==> src/blams_pkg.sv <==
// package: byte-lane and address-modifier constants and types
`default_nettype none
package blams_pkg;
	// ==========================================================
	// byte selection
	localparam logic [1:0] BYTE_0 = 2'h0;
	localparam logic [1:0] BYTE_1 = 2'h1;
	localparam logic [1:0] BYTE_2 = 2'h2;
	localparam logic [1:0] BYTE_3 = 2'h3;
	localparam int GROUP_LSB = 2;
	localparam int SHORT_MSB = 15;
	localparam int STD_MSB = 23;
	localparam int EXT_MSB = 31;
	localparam logic [3:0] LANES_NONE = 4'h0;
	// ==========================================================
	// address modifier codes
	localparam logic [5:0] AM_STD_SUP_BLK = 6'h3F;
	localparam logic [5:0] AM_STD_SUP_PGM = 6'h3E;
	localparam logic [5:0] AM_STD_SUP_DAT = 6'h3D;
	localparam logic [5:0] AM_STD_USR_BLK = 6'h3B;
	localparam logic [5:0] AM_STD_USR_PGM = 6'h3A;
	localparam logic [5:0] AM_STD_USR_DAT = 6'h39;
	localparam logic [5:0] AM_SHORT_SUP = 6'h2D;
	localparam logic [5:0] AM_SHORT_USR = 6'h29;
	localparam logic [5:0] AM_EXT_SUP_BLK = 6'h0F;
	localparam logic [5:0] AM_EXT_SUP_PGM = 6'h0E;
	localparam logic [5:0] AM_EXT_SUP_DAT = 6'h0D;
	localparam logic [5:0] AM_EXT_USR_BLK = 6'h0B;
	localparam logic [5:0] AM_EXT_USR_PGM = 6'h0A;
	localparam logic [5:0] AM_EXT_USR_DAT = 6'h09;
	localparam logic [1:0] AM_USER_TOP = 2'h1;
	// ==========================================================
	// types
	typedef enum logic [1:0] {
		BLAMS_W_NONE = 2'h0,
		BLAMS_W_SHORT = 2'h1,
		BLAMS_W_STD = 2'h2,
		BLAMS_W_EXT = 2'h3
	} blams_width_t;
	typedef enum logic [2:0] {
		BLAMS_K_SINGLE = 3'h0,
		BLAMS_K_DOUBLE = 3'h1,
		BLAMS_K_QUAD = 3'h2,
		BLAMS_K_UNALIGN = 3'h3,
		BLAMS_K_BLK1 = 3'h4,
		BLAMS_K_BLK2 = 3'h5,
		BLAMS_K_BLK4 = 3'h6,
		BLAMS_K_ADDR = 3'h7
	} blams_kind_t;
	typedef enum logic [1:0] {
		BLAMS_M_IDLE = 2'h0,
		BLAMS_M_ADDR = 2'h1,
		BLAMS_M_DATA = 2'h2,
		BLAMS_M_GAP = 2'h3
	} blams_mstate_t;
endpackage
`default_nettype wire

==> src/blams_if.sv <==
// interface: backplane selection lines between master and slave ends
`default_nettype none
interface blams_if;
	logic [31:1] addr;
	logic [5:0] am;
	logic as_n;
	logic ds1_n;
	logic ds0_n;
	logic lword_n;
	logic dtack_n;
	logic berr_n;
	modport master (output addr, am, as_n, ds1_n, ds0_n, lword_n, input dtack_n, berr_n);
	modport slave (input addr, am, as_n, ds1_n, ds0_n, lword_n, output dtack_n, berr_n);
endinterface
`default_nettype wire

==> src/blams_sync.sv <==
// two-flop synchroniser for a bus of asynchronous lines
`default_nettype none
module blams_sync #(
	parameter int W = 1,
	parameter logic [W-1:0] INIT = '1
) (
	// clock and reset
	input wire logic clk_sys,
	input wire logic rst,
	// lines
	input wire logic [W-1:0] d,
	output logic [W-1:0] q
);
	logic [W-1:0] meta_q;
	// first stage read only by second stage
	always_ff @(posedge clk_sys or posedge rst) begin
		if (rst) begin
			meta_q <= INIT;
			q <= INIT;
		end else begin
			meta_q <= d;
			q <= meta_q;
		end
	end
endmodule
`default_nettype wire

==> src/blams_slave.sv <==
// slave end: decodes byte lanes and address width from the selection lines
// How it works
// RULE_01: byte category is low two address bits
// RULE_02: master puts group index on A02-A31
// RULE_03: strobes, A01, LWORD pick the bytes
// RULE_04: master never settles on two illegal patterns
// RULE_05: BYTE(1-2) may pass illegal patterns briefly
// RULE_06: slave decodes settled levels, not first strobe
// RULE_07: LWORD low with A01 high means both
// RULE_08: LWORD low A01 high needs both strobes
// RULE_09: address-only cycle moves no data
// RULE_10: single byte codes use LWORD high
// RULE_11: double byte codes, both strobes, LWORD high
// RULE_12: quad byte is all four lines low
// RULE_13: unaligned codes use LWORD low
// RULE_14: RMW uses plain cycle selection codes
// RULE_15: single-byte block alternates strobes, wraps 3-0
// RULE_16: A01 valid only until first acknowledge
// RULE_17: double-byte block alternates pairs each transfer
// RULE_18: quad block holds all four lines low
// RULE_19: six-bit modifier drives with each transfer
// RULE_20: compare address bits the modifier class implies
// RULE_21: defined codes keep their assigned meanings
// RULE_22: reserved modifier gets no acknowledge
// RULE_23: standard and short code values fixed
// RULE_24: present four lane enables and width
`default_nettype none
module blams_slave (
	// clock and reset
	input wire logic clk_sys,
	input wire logic rst,
	// bus side
	blams_if.slave bus,
	// window configuration
	input wire logic [31:2] base_addr,
	input wire logic user_am_en,
	// local storage side
	output logic sel_valid,
	output logic [3:0] lane_en,
	output logic [31:2] group_addr,
	output blams_pkg::blams_width_t addr_width,
	output logic [5:0] am_code,
	output logic block_xfer,
	output logic addr_only,
	input wire logic local_done,
	input wire logic local_err
);
	// ==========================================================
	// synchronised bus inputs
	logic [31:1] addr_s;
	logic [5:0] am_s;
	logic as_s, ds1_s, ds0_s, lw_s;
	logic [31:1] addr_p;
	logic [5:0] am_p;
	logic [3:0] ctl_p;
	logic [3:0] ctl_s;
	blams_sync #(.W(31), .INIT('0)) u_sa (.clk_sys(clk_sys), .rst(rst), .d(bus.addr), .q(addr_p));
	blams_sync #(.W(6), .INIT('0)) u_sm (.clk_sys(clk_sys), .rst(rst), .d(bus.am), .q(am_p));
	blams_sync #(.W(4), .INIT('1)) u_sc (.clk_sys(clk_sys), .rst(rst),
		.d({bus.as_n, bus.ds1_n, bus.ds0_n, bus.lword_n}), .q(ctl_p));
	assign addr_s = addr_p;
	assign am_s = am_p;
	assign ctl_s = ctl_p;
	assign as_s = ctl_s[3];
	assign ds1_s = ctl_s[2];
	assign ds0_s = ctl_s[1];
	assign lw_s = ctl_s[0];

	// ==========================================================
	// modifier decode
	function automatic blams_pkg::blams_width_t am_width(input logic [5:0] am, input logic usr);
		case (am)
			blams_pkg::AM_SHORT_SUP, blams_pkg::AM_SHORT_USR: am_width = blams_pkg::BLAMS_W_SHORT; // [RULE_23]
			blams_pkg::AM_STD_SUP_BLK, blams_pkg::AM_STD_SUP_PGM, blams_pkg::AM_STD_SUP_DAT,
			blams_pkg::AM_STD_USR_BLK, blams_pkg::AM_STD_USR_PGM,
			blams_pkg::AM_STD_USR_DAT: am_width = blams_pkg::BLAMS_W_STD; // [RULE_23]
			blams_pkg::AM_EXT_SUP_BLK, blams_pkg::AM_EXT_SUP_PGM, blams_pkg::AM_EXT_SUP_DAT,
			blams_pkg::AM_EXT_USR_BLK, blams_pkg::AM_EXT_USR_PGM,
			blams_pkg::AM_EXT_USR_DAT: am_width = blams_pkg::BLAMS_W_EXT;
			default: begin
				// user codes decoded as extended only when enabled; reserved stay none
				if (am[5:4] == blams_pkg::AM_USER_TOP && usr) begin
					am_width = blams_pkg::BLAMS_W_EXT; // [RULE_21]
				end else begin
					am_width = blams_pkg::BLAMS_W_NONE; // [RULE_22]
				end
			end
		endcase
	endfunction

	function automatic logic am_is_block(input logic [5:0] am);
		am_is_block = (am == blams_pkg::AM_STD_SUP_BLK) || (am == blams_pkg::AM_STD_USR_BLK) ||
			(am == blams_pkg::AM_EXT_SUP_BLK) || (am == blams_pkg::AM_EXT_USR_BLK);
	endfunction

	// index of the lowest enabled lane; odd block starts are only known from the strobes
	function automatic logic [1:0] low_lane(input logic [3:0] l);
		if (l[0]) begin
			low_lane = 2'h0;
		end else if (l[1]) begin
			low_lane = 2'h1;
		end else if (l[2]) begin
			low_lane = 2'h2;
		end else begin
			low_lane = 2'h3;
		end
	endfunction

	// lane decode from settled levels; bit n = BYTE(n)
	function automatic logic [3:0] lanes(input logic d1, input logic d0, input logic a1,
			input logic lw);
		logic [3:0] l;
		l = blams_pkg::LANES_NONE;
		if (!lw && a1) begin
			l = 4'h6; // [RULE_07] BYTE(1-2), strobes implied
		end else if (!(d1 && d0)) begin
			case ({lw, a1})
				// quad, BYTE(0-2) or BYTE(1-3): middle lanes always, ends by strobe
				2'h0: l = {~d0, 2'h3, ~d1}; // [RULE_12] [RULE_13] [RULE_14]
				2'h2: l = {2'h0, ~d0, ~d1}; // [RULE_10] [RULE_11]
				2'h3: l = {~d0, ~d1, 2'h0};
				default: l = blams_pkg::LANES_NONE;
			endcase
		end
		lanes = l; // [RULE_03]
	endfunction

	function automatic logic addr_hit(input logic [31:2] a, input logic [31:2] b,
			input blams_pkg::blams_width_t w);
		case (w)
			blams_pkg::BLAMS_W_SHORT: addr_hit = a[blams_pkg::SHORT_MSB:2] == b[blams_pkg::SHORT_MSB:2];
			blams_pkg::BLAMS_W_STD: addr_hit = a[blams_pkg::STD_MSB:2] == b[blams_pkg::STD_MSB:2];
			blams_pkg::BLAMS_W_EXT: addr_hit = a == b; // [RULE_20]
			default: addr_hit = 1'b0;
		endcase
	endfunction

	// ==========================================================
	// settle detection: strobe pattern must hold two samples
	logic [1:0] ds_prev_q;
	logic settled;
	always_ff @(posedge clk_sys or posedge rst) begin
		if (rst) begin
			ds_prev_q <= 2'h3;
		end else begin
			ds_prev_q <= {ds1_s, ds0_s};
		end
	end
	assign settled = (ds_prev_q == {ds1_s, ds0_s}); // [RULE_06]

	// ==========================================================
	// cycle tracking
	logic active_q, first_q, acked_q, sel_q;
	logic [1:0] byte_q;
	blams_pkg::blams_width_t w_now;
	logic hit_now, strobe_low, blk_now;
	assign w_now = am_width(am_s, user_am_en);
	assign hit_now = addr_hit(addr_s[31:2], base_addr, w_now);
	assign strobe_low = !ds1_s || !ds0_s;
	assign blk_now = am_is_block(am_s);

	// address phase latch, first-transfer tracking
	always_ff @(posedge clk_sys or posedge rst) begin
		if (rst) begin
			active_q <= 1'b0;
			first_q <= 1'b1;
			byte_q <= blams_pkg::BYTE_0;
			group_addr <= '0;
			addr_width <= blams_pkg::BLAMS_W_NONE;
			am_code <= '0;
			block_xfer <= 1'b0;
		end else if (as_s) begin
			active_q <= 1'b0;
			first_q <= 1'b1;
		end else if (!active_q) begin
			active_q <= hit_now; // [RULE_22]
			group_addr <= addr_s[31:2]; // [RULE_02]
			addr_width <= w_now;
			am_code <= am_s; // [RULE_19]
			block_xfer <= blk_now;
			byte_q <= {addr_s[1], 1'b0}; // [RULE_01]
		end else if (sel_q && acked_q && !strobe_low) begin
			// advance the block pointer once per transfer, wrapping
			first_q <= 1'b0; // [RULE_16]
			if (block_xfer) begin
				// next start is the lowest lane just used plus one byte or one pair
				byte_q <= low_lane(lane_en) + (((lane_en[0] && lane_en[1]) ||
					(lane_en[2] && lane_en[3])) ? 2'h2 : 2'h1); // [RULE_15] [RULE_17]
			end
		end
	end

	// lane select for this transfer
	logic [3:0] ln_d;
	always_comb begin
		ln_d = lanes(ds1_s, ds0_s, addr_s[1], lw_s);
		if (block_xfer && !first_q) begin
			// later block transfers ignore A01 and LWORD
			if (!ds1_s && !ds0_s) begin
				ln_d = byte_q[1] ? 4'hC : 4'h3; // [RULE_17]
				if (lane_en == 4'hF) begin
					ln_d = 4'hF; // [RULE_18]
				end
			end else begin
				ln_d = 4'h1 << byte_q; // [RULE_15]
			end
		end
	end

	// selection valid while strobe settled and acknowledge pending
	always_ff @(posedge clk_sys or posedge rst) begin
		if (rst) begin
			sel_q <= 1'b0;
			acked_q <= 1'b0;
			lane_en <= blams_pkg::LANES_NONE;
		end else if (!active_q || !strobe_low) begin
			sel_q <= 1'b0; // [RULE_09]
			acked_q <= 1'b0;
		end else if (!sel_q && settled) begin
			sel_q <= 1'b1;
			lane_en <= ln_d; // [RULE_24]
		end else if (sel_q && (local_done || local_err)) begin
			acked_q <= 1'b1;
		end
	end
	assign sel_valid = sel_q && !acked_q;
	assign addr_only = active_q && !strobe_low;

	// acknowledge outputs
	logic dtack_q, berr_q;
	always_ff @(posedge clk_sys or posedge rst) begin
		if (rst) begin
			dtack_q <= 1'b1;
			berr_q <= 1'b1;
		end else begin
			dtack_q <= !(acked_q && !local_err && strobe_low) && !(sel_q && local_done && !local_err);
			berr_q <= !(sel_q && local_err && strobe_low) && !(acked_q && !dtack_q ? 1'b0 : berr_q == 1'b0 && strobe_low);
		end
	end
	assign bus.dtack_n = dtack_q;
	assign bus.berr_n = berr_q;
endmodule
`default_nettype wire

==> src/flat_wrapper.sv <==
// flat-port wrapper written by rule: the top's interface ports become plain ports
module blams_slave_flat 
  (clk_sys, rst, base_addr, user_am_en, sel_valid, lane_en, group_addr, addr_width, am_code, block_xfer, addr_only, local_done, local_err, bus_addr, bus_am, bus_as_n, bus_ds1_n, bus_ds0_n, bus_lword_n, bus_dtack_n, bus_berr_n);
  blams_if bus_i ();
  input wire logic clk_sys;
  input wire logic rst;
  input wire logic [31:2] base_addr;
  input wire logic user_am_en;
  output logic sel_valid;
  output logic [3:0] lane_en;
  output logic [31:2] group_addr;
  output blams_pkg::blams_width_t addr_width;
  output logic [5:0] am_code;
  output logic block_xfer;
  output logic addr_only;
  input wire logic local_done;
  input wire logic local_err;
  input wire logic [$bits(bus_i.addr)-1:0] bus_addr;
  input wire logic [$bits(bus_i.am)-1:0] bus_am;
  input wire logic [$bits(bus_i.as_n)-1:0] bus_as_n;
  input wire logic [$bits(bus_i.ds1_n)-1:0] bus_ds1_n;
  input wire logic [$bits(bus_i.ds0_n)-1:0] bus_ds0_n;
  input wire logic [$bits(bus_i.lword_n)-1:0] bus_lword_n;
  output wire logic [$bits(bus_i.dtack_n)-1:0] bus_dtack_n;
  output wire logic [$bits(bus_i.berr_n)-1:0] bus_berr_n;
  assign bus_i.addr = bus_addr;
  assign bus_i.am = bus_am;
  assign bus_i.as_n = bus_as_n;
  assign bus_i.ds1_n = bus_ds1_n;
  assign bus_i.ds0_n = bus_ds0_n;
  assign bus_i.lword_n = bus_lword_n;
  assign bus_dtack_n = bus_i.dtack_n;
  assign bus_berr_n = bus_i.berr_n;
  blams_slave u_core (.clk_sys(clk_sys), .rst(rst), .bus(bus_i), .base_addr(base_addr), .user_am_en(user_am_en), .sel_valid(sel_valid), .lane_en(lane_en), .group_addr(group_addr), .addr_width(addr_width), .am_code(am_code), .block_xfer(block_xfer), .addr_only(addr_only), .local_done(local_done), .local_err(local_err));
endmodule
==> config.mk <==
export PLATFORM = sky130hd
export DESIGN_NAME = blams_slave_flat
export DESIGN_NICKNAME = d
export VERILOG_FILES = /design/src/blams_pkg.sv /design/src/blams_if.sv /design/src/blams_sync.sv /design/src/blams_slave.sv /design/src/flat_wrapper.sv
export SDC_FILE = /design/constraint.sdc
export NUM_CORES = 1
export LEC_CHECK = 0
export BUFFER_PORTS_ARGS = -buffer_cell sky130_fd_sc_hd__buf_2
export CAP_MARGIN = 20
export CORE_ASPECT_RATIO = 0.7
export CORE_MARGIN = 5
export CORE_UTILIZATION = 54
export DETAILED_ROUTE_END_ITERATION = 12
export PLACE_DENSITY = 0.91
export SETUP_SLACK_MARGIN = 0.1
export SYNTH_ARGS = -nofsm -noshare
export SYNTH_HDL_FRONTEND = slang
export SYNTH_HIERARCHICAL = 1
export SYNTH_SLANG_ARGS = --single-unit
==> constraint.sdc <==
create_clock -name clk_sys -period 4 [get_ports clk_sys]
set_input_delay 0.4 -clock clk_sys [delete_from_list [all_inputs] [get_ports clk_sys]]
set_output_delay 0.4 -clock clk_sys [all_outputs]
set_load 0.02 [all_outputs]
---- Yosys cells after proc, flatten, opt, wreduce, memory -nomap -nowiden ----
Index checks and enable logic that the tools add are counted.
storage, ports and cells
  input bits .............................. 76
  output and inout port bits .............. 47
  flip-flop bits (word level) ............. 135
  logic and storage cells ................. 144
operators by class
  multiplexer cells ....................... 32
  add/subtract/negate cells ............... 1
  eq/ne operators ......................... 28
  shifts and indexed selects .............. 1
  reductions and logical operators ........ 57
  bitwise gates (word level) .............. 6
operators with widths
  operator                                                           number
  6-bit == test, second input constant                               8
  6-bit by 4-bit == test with 1-bit output, second input constant    6
  30-bit == test                                                     1
  4-bit two-way mux                                                  6
  1-bit logical AND                                                  23
  22-bit == test                                                     1
  2-bit two-way mux                                                  11
  14-bit == test                                                     1
  1-bit zero test                                                    14
  1-bit two-way mux                                                  12
  4-bit case mux with 3 select lines                                 1
  6-bit OR reduction                                                 2
  2-bit == test, second input constant                               4
  2-bit AND reduction                                                4
  2-bit nonzero test                                                 4
  1-bit logical OR                                                   7
  1-bit NOT                                                          6
  2-bit case mux with 3 select lines                                 1
  2-bit by 1-bit == test with 1-bit output, second input constant    2
  4-bit == test, second input constant                               1
  2-bit by 1-bit != test with 1-bit output, second input constant    2
  1-bit by 2-bit left shift with 4-bit output, first input constant  1
  1-bit case mux with 3 select lines                                 1
  3-bit AND reduction                                                1
  5 further kinds                                                    5

---- Longest topological paths before layout ----
Gate-level depths: netlist (run 1).
  depth in word-level cells ............... 11
  mapped depth ............................ 7

---- Hierarchy ----
Netlist (run 1), hierarchy kept.
by module, submodules not included
  module                    times used  cells each  seq. area each (um2)  area each (um2)
  blams_slave               1           229         1332.5                2708.8
  blams_sync (u_core.u_sa)  1           63          1551.5                1555.2
  blams_sync (u_core.u_sm)  1           13          300.3                 304.0
  blams_sync (u_core.u_sc)  1           9           210.2                 214.0

---- Worst setup path before layout (run 1) ----
OpenSTA, ideal clock, no wires.
  path type ............................... register to register
  start point ............................. reg u_core.u_sc.q[1]
  end point ............................... reg u_core.lane_en[0]
  stages on the path, launching flop included .. 6
  slack ................................... 2481 ps
  required time ........................... 3872 ps
  library setup time ...................... 128 ps
  arrival ................................. 1392 ps
  cell sequence ........................... dfstp_2 inv_1 nor3_1 a21oi_2 nor3_4 mux2_1
between the ends
  word-level cells in the longest chain between the ends .. 6
  elaborated cells on any way between the ends .. 14
  classes of those cells .................. eq/ne (1); mux (4); bitwise (1); reduce/logical (8)
RTL lines
  what                                  line                                    RTL
  from (decl)                           blams_sync.sv:12                        output logic [W-1:0] q
  from (signal assigned)                blams_sync.sv:22                        q <= meta_q;
  1-bit zero test                       blams_slave.sv:159, blams_slave.sv:199
  1-bit logical OR                      blams_slave.sv:159                      assign strobe_low = !ds1_s || !ds0_s;
  1-bit zero test                       blams_slave.sv:216                      end else if (!active_q || !strobe_low) begin
  1-bit logical OR                      blams_slave.sv:216
  1-bit NOT (no source line)            -
  2-bit AND reduction (no source line)  -
  to (signal assigned)                  blams_slave.sv:215                      lane_en <= blams_pkg::LANES_NONE;
  to (signal assigned)                  blams_slave.sv:221                      lane_en <= ln_d;
  to (decl)                             blams_slave.sv:39                       output logic [3:0] lane_en,
Several ways; a longest one is shown, not always the timed one.
A chain may end at the register's enable or synchronous reset.

---- Final worst setup path (run 1) ----
  start point ............................. reg u_core.u_sc.q[2]
  end point ............................... out addr_only
between the ends
  word-level cells in the longest chain between the ends .. 4
RTL lines
  what               line                RTL
  1-bit zero test    blams_slave.sv:159
  1-bit logical OR   blams_slave.sv:159
  1-bit zero test    blams_slave.sv:227  assign addr_only = active_q && !strobe_low;
  1-bit logical AND  blams_slave.sv:227
  to (decl)          flat_wrapper.sv:15  output logic addr_only;
No other way between the ends.

==> results by stage, run 1 <==
Run status:
- The flow ran to the end, and the final reports show no timing, DRC or antenna violations.

Setup path:
- The slack of the worst reg-to-reg path is approximately 2.1 ns.
- In this run the worst path has a maximum fanout of 14.
- The endpoint class of the critical path is an output port.
- The reg-to-reg startpoint is u_core/u_sc/q[3]$_DFF_PP1_.
- The number of cells on the worst reg-to-reg path is 2.
- The endpoint identified for the worst register-to-register timing path is u_core/group_addr[6]$_DFFE_PP0P_.
- The critical path is of the flop to output port type.
- The kind of cell adding the most delay to the critical path is flip-flops.
- The worst setup path is launched from a flop.
- The longest individual stage delay on the worst path is slightly below 0.7 ns.
- Traced cell by cell, the critical path runs through nand2_2 -> nor2_1 -> buf_2.
- The number of buffers and inverters on the critical path is 1.
- For the worst setup path, the data arrival time is approximately 1.6 ns.
- The largest individual stage delay along the critical path comes from the cell dfstp_2.
- The required time of the critical path is ~3.6 ns.

Floorplan:
- roughly 120 I/O pins were placed.
- The floorplan has 28 rows.
- For this configuration, the core starts out at a cell density of approximately 56%.
- The placeable core area is between 8000 and 9000 um^2.
- The total die area is around 11,000 um^2.
- From bottom edge to top edge, the die measures slightly below 90 um.
- The die width is 122 um.

Synth:
- The leading register cell type out of synthesis is dfrtp_1.
- The number of different library cells used by synthesis comes to 43.
- Synthesis produced approximately 310 cells.
- During synthesis, Yosys emitted a total of 6 warnings.
- The average instance in the mapped netlist occupies approximately 15 um^2.
- The net count after synthesis is about 390.
- The fraction of the yosys area taken by sequential cells is a little over 70%.
- The mapped netlist covers between 4000 and 5000 um^2.
- The share of flip-flops with an asynchronous set or reset is between 90% and 100%.
- Synthesis inferred 135 register bits.
- Yosys mapped a number of flops with a built-in enable equal to 0.

Route:
- In the final routing, the length of wire on met1 measures between 4000 and 5000 um.
- The met2 wire length is roughly 4800 um.
- The routed layout has 2,940 vias.
- For this run, the detailed router's first-pass iteration total came to 4.
- Using the TritonRoute via totals, the vias-per-cell ratio works out to 5.03.
- For this block, the initial DRC count from the detailed router was about 180.
- For this run, design rule violations remaining after detail routing come to 0.
- Once detail routing completed, the nets flagged for antenna violations numbered 0.
- The highest routing layer actually used is met4.
- The routed design uses approximately 900 um of met3 wire.
- After detailed routing, the average wire length per cell comes to 17.4 um.
- The total wire length after detailed routing is 10,200 um.

Timing:
- The final cycle utilization of the critical path is 49.6%.
- The accumulated negative setup slack is 0 ns.
- The slew at the pin with the worst max-slew slack is ~0.9 ns.
- The worst pin sits at a relative slew slack of between 40% and 50%.
- The max-slew violation count came to 0.
- Setup repair after global routing left no endpoint under its margin.
- The final period demand of the worst path is 1.98 ns.
- The clock arrives with 0.00620 ns of skew.
- The hold violation count in the final report came to 0.
- The number of setup violations in the final report is 0.
- For this run, the top clock speed supported by timing is 0.504 GHz.

Global route:
- The via count of the first global-routing pass is roughly 3,300.
- Global routing used between 20% and 30% of the available tracks across all layers.
- The global-route wire length before repair is between 15,000 and 20,000 um.
- The global route total overflow is 0.
- The largest net degree at the start of global routing is 54.
- The initial antenna violation count is 0.

Clock tree:
- The worst-skew pair later-pin latency is 0.41 ns.
- TritonCTS built the clock tree.
- After clock tree synthesis, the setup repair step added 0 buffers.
- After clock tree synthesis, the clock-pin slew on the worst setup and hold paths is approximately 0.05 ns.
- The hold-fix buffer count after cts is 0.
- The number of CTS-inserted buffers is 17.
- In this run the deepest clock path goes through 2 buffers.
- The number of cells upsized or downsized after cts is 0.
- The clock root buffer is clkbuf_16.
- The number of clock sinks is 135.
- The clock tree synthesis step divided the H-tree into 4 levels.

Finish:
- The count of inserted antenna diode cells is 0.
- The final core area utilization is 70.9%.
- In the final layout, the share of cells above drive strength 1 is between 40% and 50%.
- The top cell types in the final layout, fill and taps aside, are buf_2, dfrtp_1, xor2_1.
- After filler insertion, the fill cell instance count of the layout stands at around 620.
- Compared with the post-synthesis result, the final layout area differs by 26.8%.
- The number of nets in the final layout is 529.

Flow run:
- The total of max-cap violations is 0.

Min path:
- The path category of the worst min-delay check is primary input to asynchronous set/reset pin.

Place:
- The HPWL after detailed placement is 7270 um.
- The count of input and output buffers is approximately 120.
- The final weighted congestion in routability-driven placement is 0.873.

Pwr:
- In this run the power density over the cells is slightly above 500 nW/um^2.
- The cell leakage power is between 2 and 3 nW.
- The worst-case IR drop observed on VDD is 0.418 mV.
==> per-layer routing <==
metal  track usage [%]  vias up
met3              8.18        6
li1                  -     1350
met5                 0        -
met2              32.9      109
met1              26.5     1475
met4              7.93        0
==> registers in the layout, summed over array words and instances (netlist names), 2 cells and up <==
signal	count
u_core/addr_width	2
u_core/am_code	6
u_core/byte_q	2
u_core/ds_prev_q	2
u_core/group_addr	30
u_core/lane_en	4
u_core/u_sa/meta_q	31
u_core/u_sa/q	31
u_core/u_sc/meta_q	4
u_core/u_sc/q	4
u_core/u_sm/meta_q	6
u_core/u_sm/q	6
==> layout make-up <==
| type | instances | area (um^2) | share of cell area (%) |
|---|---|---|---|
| clock inverters | 5 | 27.5 | 0.454 |
| inverters | 10 | 37.5 | 0.619 |
| flip-flops and latches | 135 | 3390 | 56.0 |
| clock buffers | 27 | 483 | 7.97 |
| multi-input cells | 163 | 1320 | 21.7 |
| well taps | 120 | 150 | 2.48 |
| repair buffers | 125 | 653 | 10.8 |
==> worst register-to-register path, stage by stage (launching register included) <==
cell     delay (ns)
dfstp_2        0.63
or2_1          0.73
mux2_1         0.41
==> worst max path at each step <==
stage	depth (start not counted)	end	startpoint
after floorplan	1	u_core/u_sa/meta_q[0]$_DFF_PP0_	rst
after global placement	2	u_core/group_addr[25]$_DFFE_PP0P_	u_core/active_q$_DFF_PP0_
after detailed placement	2	u_core/group_addr[21]$_DFFE_PP0P_	u_core/active_q$_DFF_PP0_
after CTS	3	addr_only	u_core/u_sc/q[2]$_DFF_PP1_
after global routing	3	addr_only	u_core/u_sc/q[2]$_DFF_PP1_
final	3	addr_only	u_core/u_sc/q[2]$_DFF_PP1_
==> where the power goes <==
part | internal (mW) | total (mW) | switching [mW] | leakage (nW)
Clock | 0.820 | 1.34 | 0.518 | 0.249
Sequential | 1.46 | 1.51 | 0.0555 | 1.56
Combinational | 0.119 | 0.289 | 0.170 | 0.980
==> per-stage QoR <==
step / worst slack [ns] / cell area [um^2] / total power [mW] / hold WS [ns] / std cells
floorplan: 2.06 / 4780 / 1.69 / 0.265 / 314
global placement: 2.14 / 5520 / 1.81 / 0.332 / 551
detailed placement: 2.07 / 5520 / 1.82 / 0.335 / 551
CTS: 2.02 / 6030 / 3.17 / 0.0240 / 583
global route: 1.96 / 6060 / 3.28 / 0.0733 / 585
finish: 2.02 / 6060 / 3.14 / 0.0227 / 585
==> cell usage after synthesis, types with 2 or more instances <==
| master | number | share of area, % |
|---|---|---|
| dfrtp_1 | 122 | 64 |
| xor2_1 | 26 | 4.8 |
| mux2_1 | 19 | 4.5 |
| mux2_2 | 19 | 4.5 |
| dfstp_2 | 13 | 7.1 |
| nor2_1 | 11 | 0.86 |
| inv_1 | 9 | 0.71 |
| nand2_1 | 9 | 0.71 |
| o21ai_0 | 9 | 0.94 |
| xnor2_1 | 9 | 1.6 |
| a21oi_1 | 8 | 0.84 |
| buf_2 | 5 | 0.52 |
| a22oi_1 | 4 | 0.63 |
| nand3_1 | 4 | 0.42 |
| nand4_1 | 3 | 0.39 |
| nor2b_1 | 3 | 0.39 |
| nor3_1 | 3 | 0.31 |
| nor4_1 | 3 | 0.39 |
| o21ai_1 | 3 | 0.31 |
| o31ai_1 | 3 | 0.47 |
| a31oi_1 | 2 | 0.26 |
| mux2i_1 | 2 | 0.42 |
| nand2_2 | 2 | 0.26 |
| nand2b_1 | 2 | 0.26 |
| nor4_2 | 2 | 0.52 |
| or2_1 | 2 | 0.26 |
==> logic make-up after synthesis <==
group                      count (synthesis)  share of synthesized area [%]
AOI/OAI and AO/OA                         37                           5.18
xor gates and xnor gates                  35                           6.41
adders and majority gates                  1                          0.262
buffers and inverters                     16                           1.47
DFF                                      135                           71.0
muxes                                     40                           9.37
and+or+nand+nor                           50                           6.33
(Power assumes the default switching activity.)
==> run 2: changes to the inputs <==
- CORE_UTILIZATION: 54 -> 52
- PLACE_DENSITY: 0.91 -> 0.89
- clock period: 4 -> 1.9 ns (I/O delays scaled with it)
==> results by stage, run 2 (same netlist as run 1, synthesis figures left out) <==
Run status:
- The flow ran to the end, and the final reports show no timing, DRC or antenna violations.

Flow run:
- The total of max-cap violations is 0.

Floorplan:
- The chip height is roughly 90 um.
- The number of cell rows is 29.
- roughly 120 I/O pins were placed.
- The total die area is 11,200 um^2.
- The die width is ~120 um.
- The placeable core area is roughly 9000 um^2.
- Once the floorplan was initialized, standard cells occupied a little over half of the core.

Route:
- The post-detailed-route count of antenna-violating nets is 0.
- For this block, the routed nets add up to ~11,000 um of wire.
- For this run, design rule violations remaining after detail routing come to 0.
- The number of iterations in the first detailed-routing pass is 4.
- The via density per instance is ~5.
- In the final routed layout, each cell accounts on average for between 15 and 20 um.
- The first routing iteration left between 100 and 150 violations.
- For this block, the via count after detailed routing is roughly 3,100.

Place:
- Summing all placed instances gives a cell area of approximately 5600 um^2.
- Port buffering added roughly 120 buffers.
- Once placement completed, the tool counted placed cells totaling between 500 and 600.
- The HPWL after detailed placement is between 7000 and 8000 um.
- The congestion estimate from routability-driven global placement came to 0.836.

Clock tree:
- The clock passes through at most 2 buffers.
- The worst-skew pair later-pin latency is approximately 0.40 ns.
- The clock tree synthesis step divided the H-tree into 4 levels.
- The clock root buffer is clkbuf_16.
- The clock net in this run drives a total of roughly 140 sinks.
- The number of CTS-inserted buffers is 17.
- The clock-pin slew of the registers on the worst-case setup and hold paths is 0.05 ns.
- TritonCTS built the clock tree.

Global route:
- The met2 usage is approximately a third.
- The via count of the first global-routing pass is between 3,000 and 4,000.
- The largest net degree at the start of global routing is 63.
- The initial antenna violation count is 0.
- Global routing consumed, on the met1 layer, 25.6% of the routing resources.
- The met3 layer usage reported by global route is a little under a tenth.
- The first global-routing pass estimated about 18,000 um of wire.
- The global route total overflow is 0.
- The total routing resource utilization after global routing is roughly a fifth.
- After global routing, the most crowded layer is met2.

Pwr:
- Summing internal, switching and leakage power gives 6.96 mW.
- For this design the static power due to leakage is 3.03 nW.
- The power density over the cells is about 1100 nW/um^2.
- The largest vdd supply drop is 0.780 mV.

Timing:
- Setup violations remaining at the end of the flow were counted as 0.
- In the final timing run, aggregate negative setup slack is 0 ns.
- At the pin with the least slew margin, the transition time is 0.468 ns.
- Based on the critical path, the design can be clocked at up to around 0.58 GHz.
- Across the routed clock network, the largest skew measured is 0.00732 ns.
- Setup repair after global routing could not meet its margin everywhere.
- The final critical path takes up 90.7% of the cycle.
- The hold violation count in the final report came to 0.
- The final period demand of the worst path is about 1.7 ns.
- The max-slew violation count is 0.
- The smallest hold slack is 0.0232 ns.
- The worst slew margin relative to its limit is 68.5%.

Setup path:
- In this run the worst path has a maximum fanout of 7.
- The critical path is of the flop to flop type.
- The critical path startpoint category is a flop.
- Counting cells, the worst reg-to-reg path comes to 6.
- Data arrives at the worst endpoint at about 2.0 ns.
- The required time of the critical path is ~2.2 ns.
- The endpoint class of the critical path is a flop.

Min path:
- The worst hold path was traced through 2 stages.
- In this run the worst hold path is classified as primary input to flop.

Finish:
- Summing all non-filler instances in the final layout gives an area of 6610 um^2.
- The final instance count without filler cells is 637.
- The share of post-route cells with drive strength above 1 is approximately 40%.
- The count of inserted antenna diode cells is 0.
- The largest registers in the layout are u_core/u_sa/meta_q x31, u_core/u_sa/q x31, u_core/group_addr x30.
- The area growth from synthesis to layout is 38.3%.
- The library cells used most frequently in the layout, excluding fill and tap cells, are buf_2, dfrtp_1, dlygate4sd3_1.
- After the last flow step, the layout net total stands at just under 600.
-- run 2: cell types whose count changed in the layout (fill, tap and decap cells not counted) --
cell and delta:
buf_12 +1, buf_4 +6, buf_8 -1, bufinv_16 +1, clkbuf_1 -5, clkbuf_8 +3
clkinv_2 -1, clkinvlp_4 +2, dlygate4sd3_1 +42, mux2_1 -1, mux2_2 +1, nor3_1 -2
nor3_2 +2
-- run 2: layout make-up --
class,instances,area [um^2]
multi-input cells,163,1330
inverters,10,37.5
clock buffers,25,505
clock inverters,7,67.6
repair buffers,173,1120
well taps,124,155
flip-flops and latches,135,3390
fillers,584,2420
-- run 2: worst paths after layout --
| path | startpoint | end | slack, ns |
|---|---|---|---|
| min in group asynchronous | rst | u_core/group_addr[18]$_DFFE_PP0P_ | 0.32 |
| min reg2reg | u_core/u_sa/meta_q[7]$_DFF_PP0_ | u_core/u_sa/q[7]$_DFF_PP0_ | 0.35 |
| max in group asynchronous | rst | u_core/ds_prev_q[0]$_DFF_PP1_ | 0.98 |
| max reg2reg | u_core/u_sc/q[2]$_DFF_PP1_ | u_core/lane_en[2]$_DFFE_PP0P_ | 0.18 |
| max | u_core/u_sc/q[2]$_DFF_PP1_ | u_core/lane_en[2]$_DFFE_PP0P_ | 0.18 |
| min | local_err | u_core/bus.dtack_n$_DFF_PP1_ | 0.02 |
-- run 2: per-stage QoR --
| stage | utilization [%] | worst slack (ns) |
|---|---|---|
| after detailed placement | 61.8 | 0.105 |
| after global routing | 73.2 | 0.0807 |
| final | 73.2 | 0.177 |
| after floorplan | - | 0.169 |
| after global placement | 61.8 | 0.202 |
| after CTS | 73.0 | 0.192 |
-- run 2: report_power, final --
group,total [mW],internal (mW),switching [mW]
Clock,3.08,1.97,1.11
Sequential,3.18,3.07,0.112
Combinational,0.701,0.316,0.385
Total,6.96,5.35,1.61
-- run 2: routing by layer --
layer / vias to the layer above / part of all wire (%) / wire (um)
met5: - / 0 / 0
met4: 0 / 0.96 / 105
met3: 10 / 8.1 / 892
met2: 112 / 51 / 5590
met1: 1567 / 40 / 4370
li1: 1455 / - / -
-- run 2: critical path: stages, from the launching register on --
cell	delay, ns
dfstp_2	0.61
buf_4	0.16
buf_4	0.13
o21ai_0	0.13
nand3_1	0.13
o21ai_0	0.12
mux2_1	0.33
-- run 2: timing repair --
item,in CTS,in global routing
setup buffers,2,1
pin swaps,0,2
resized for setup,0,3
hold buffers,42,0
hold endpoints to repair,125,0
endpoints found under the setup margin,3,4
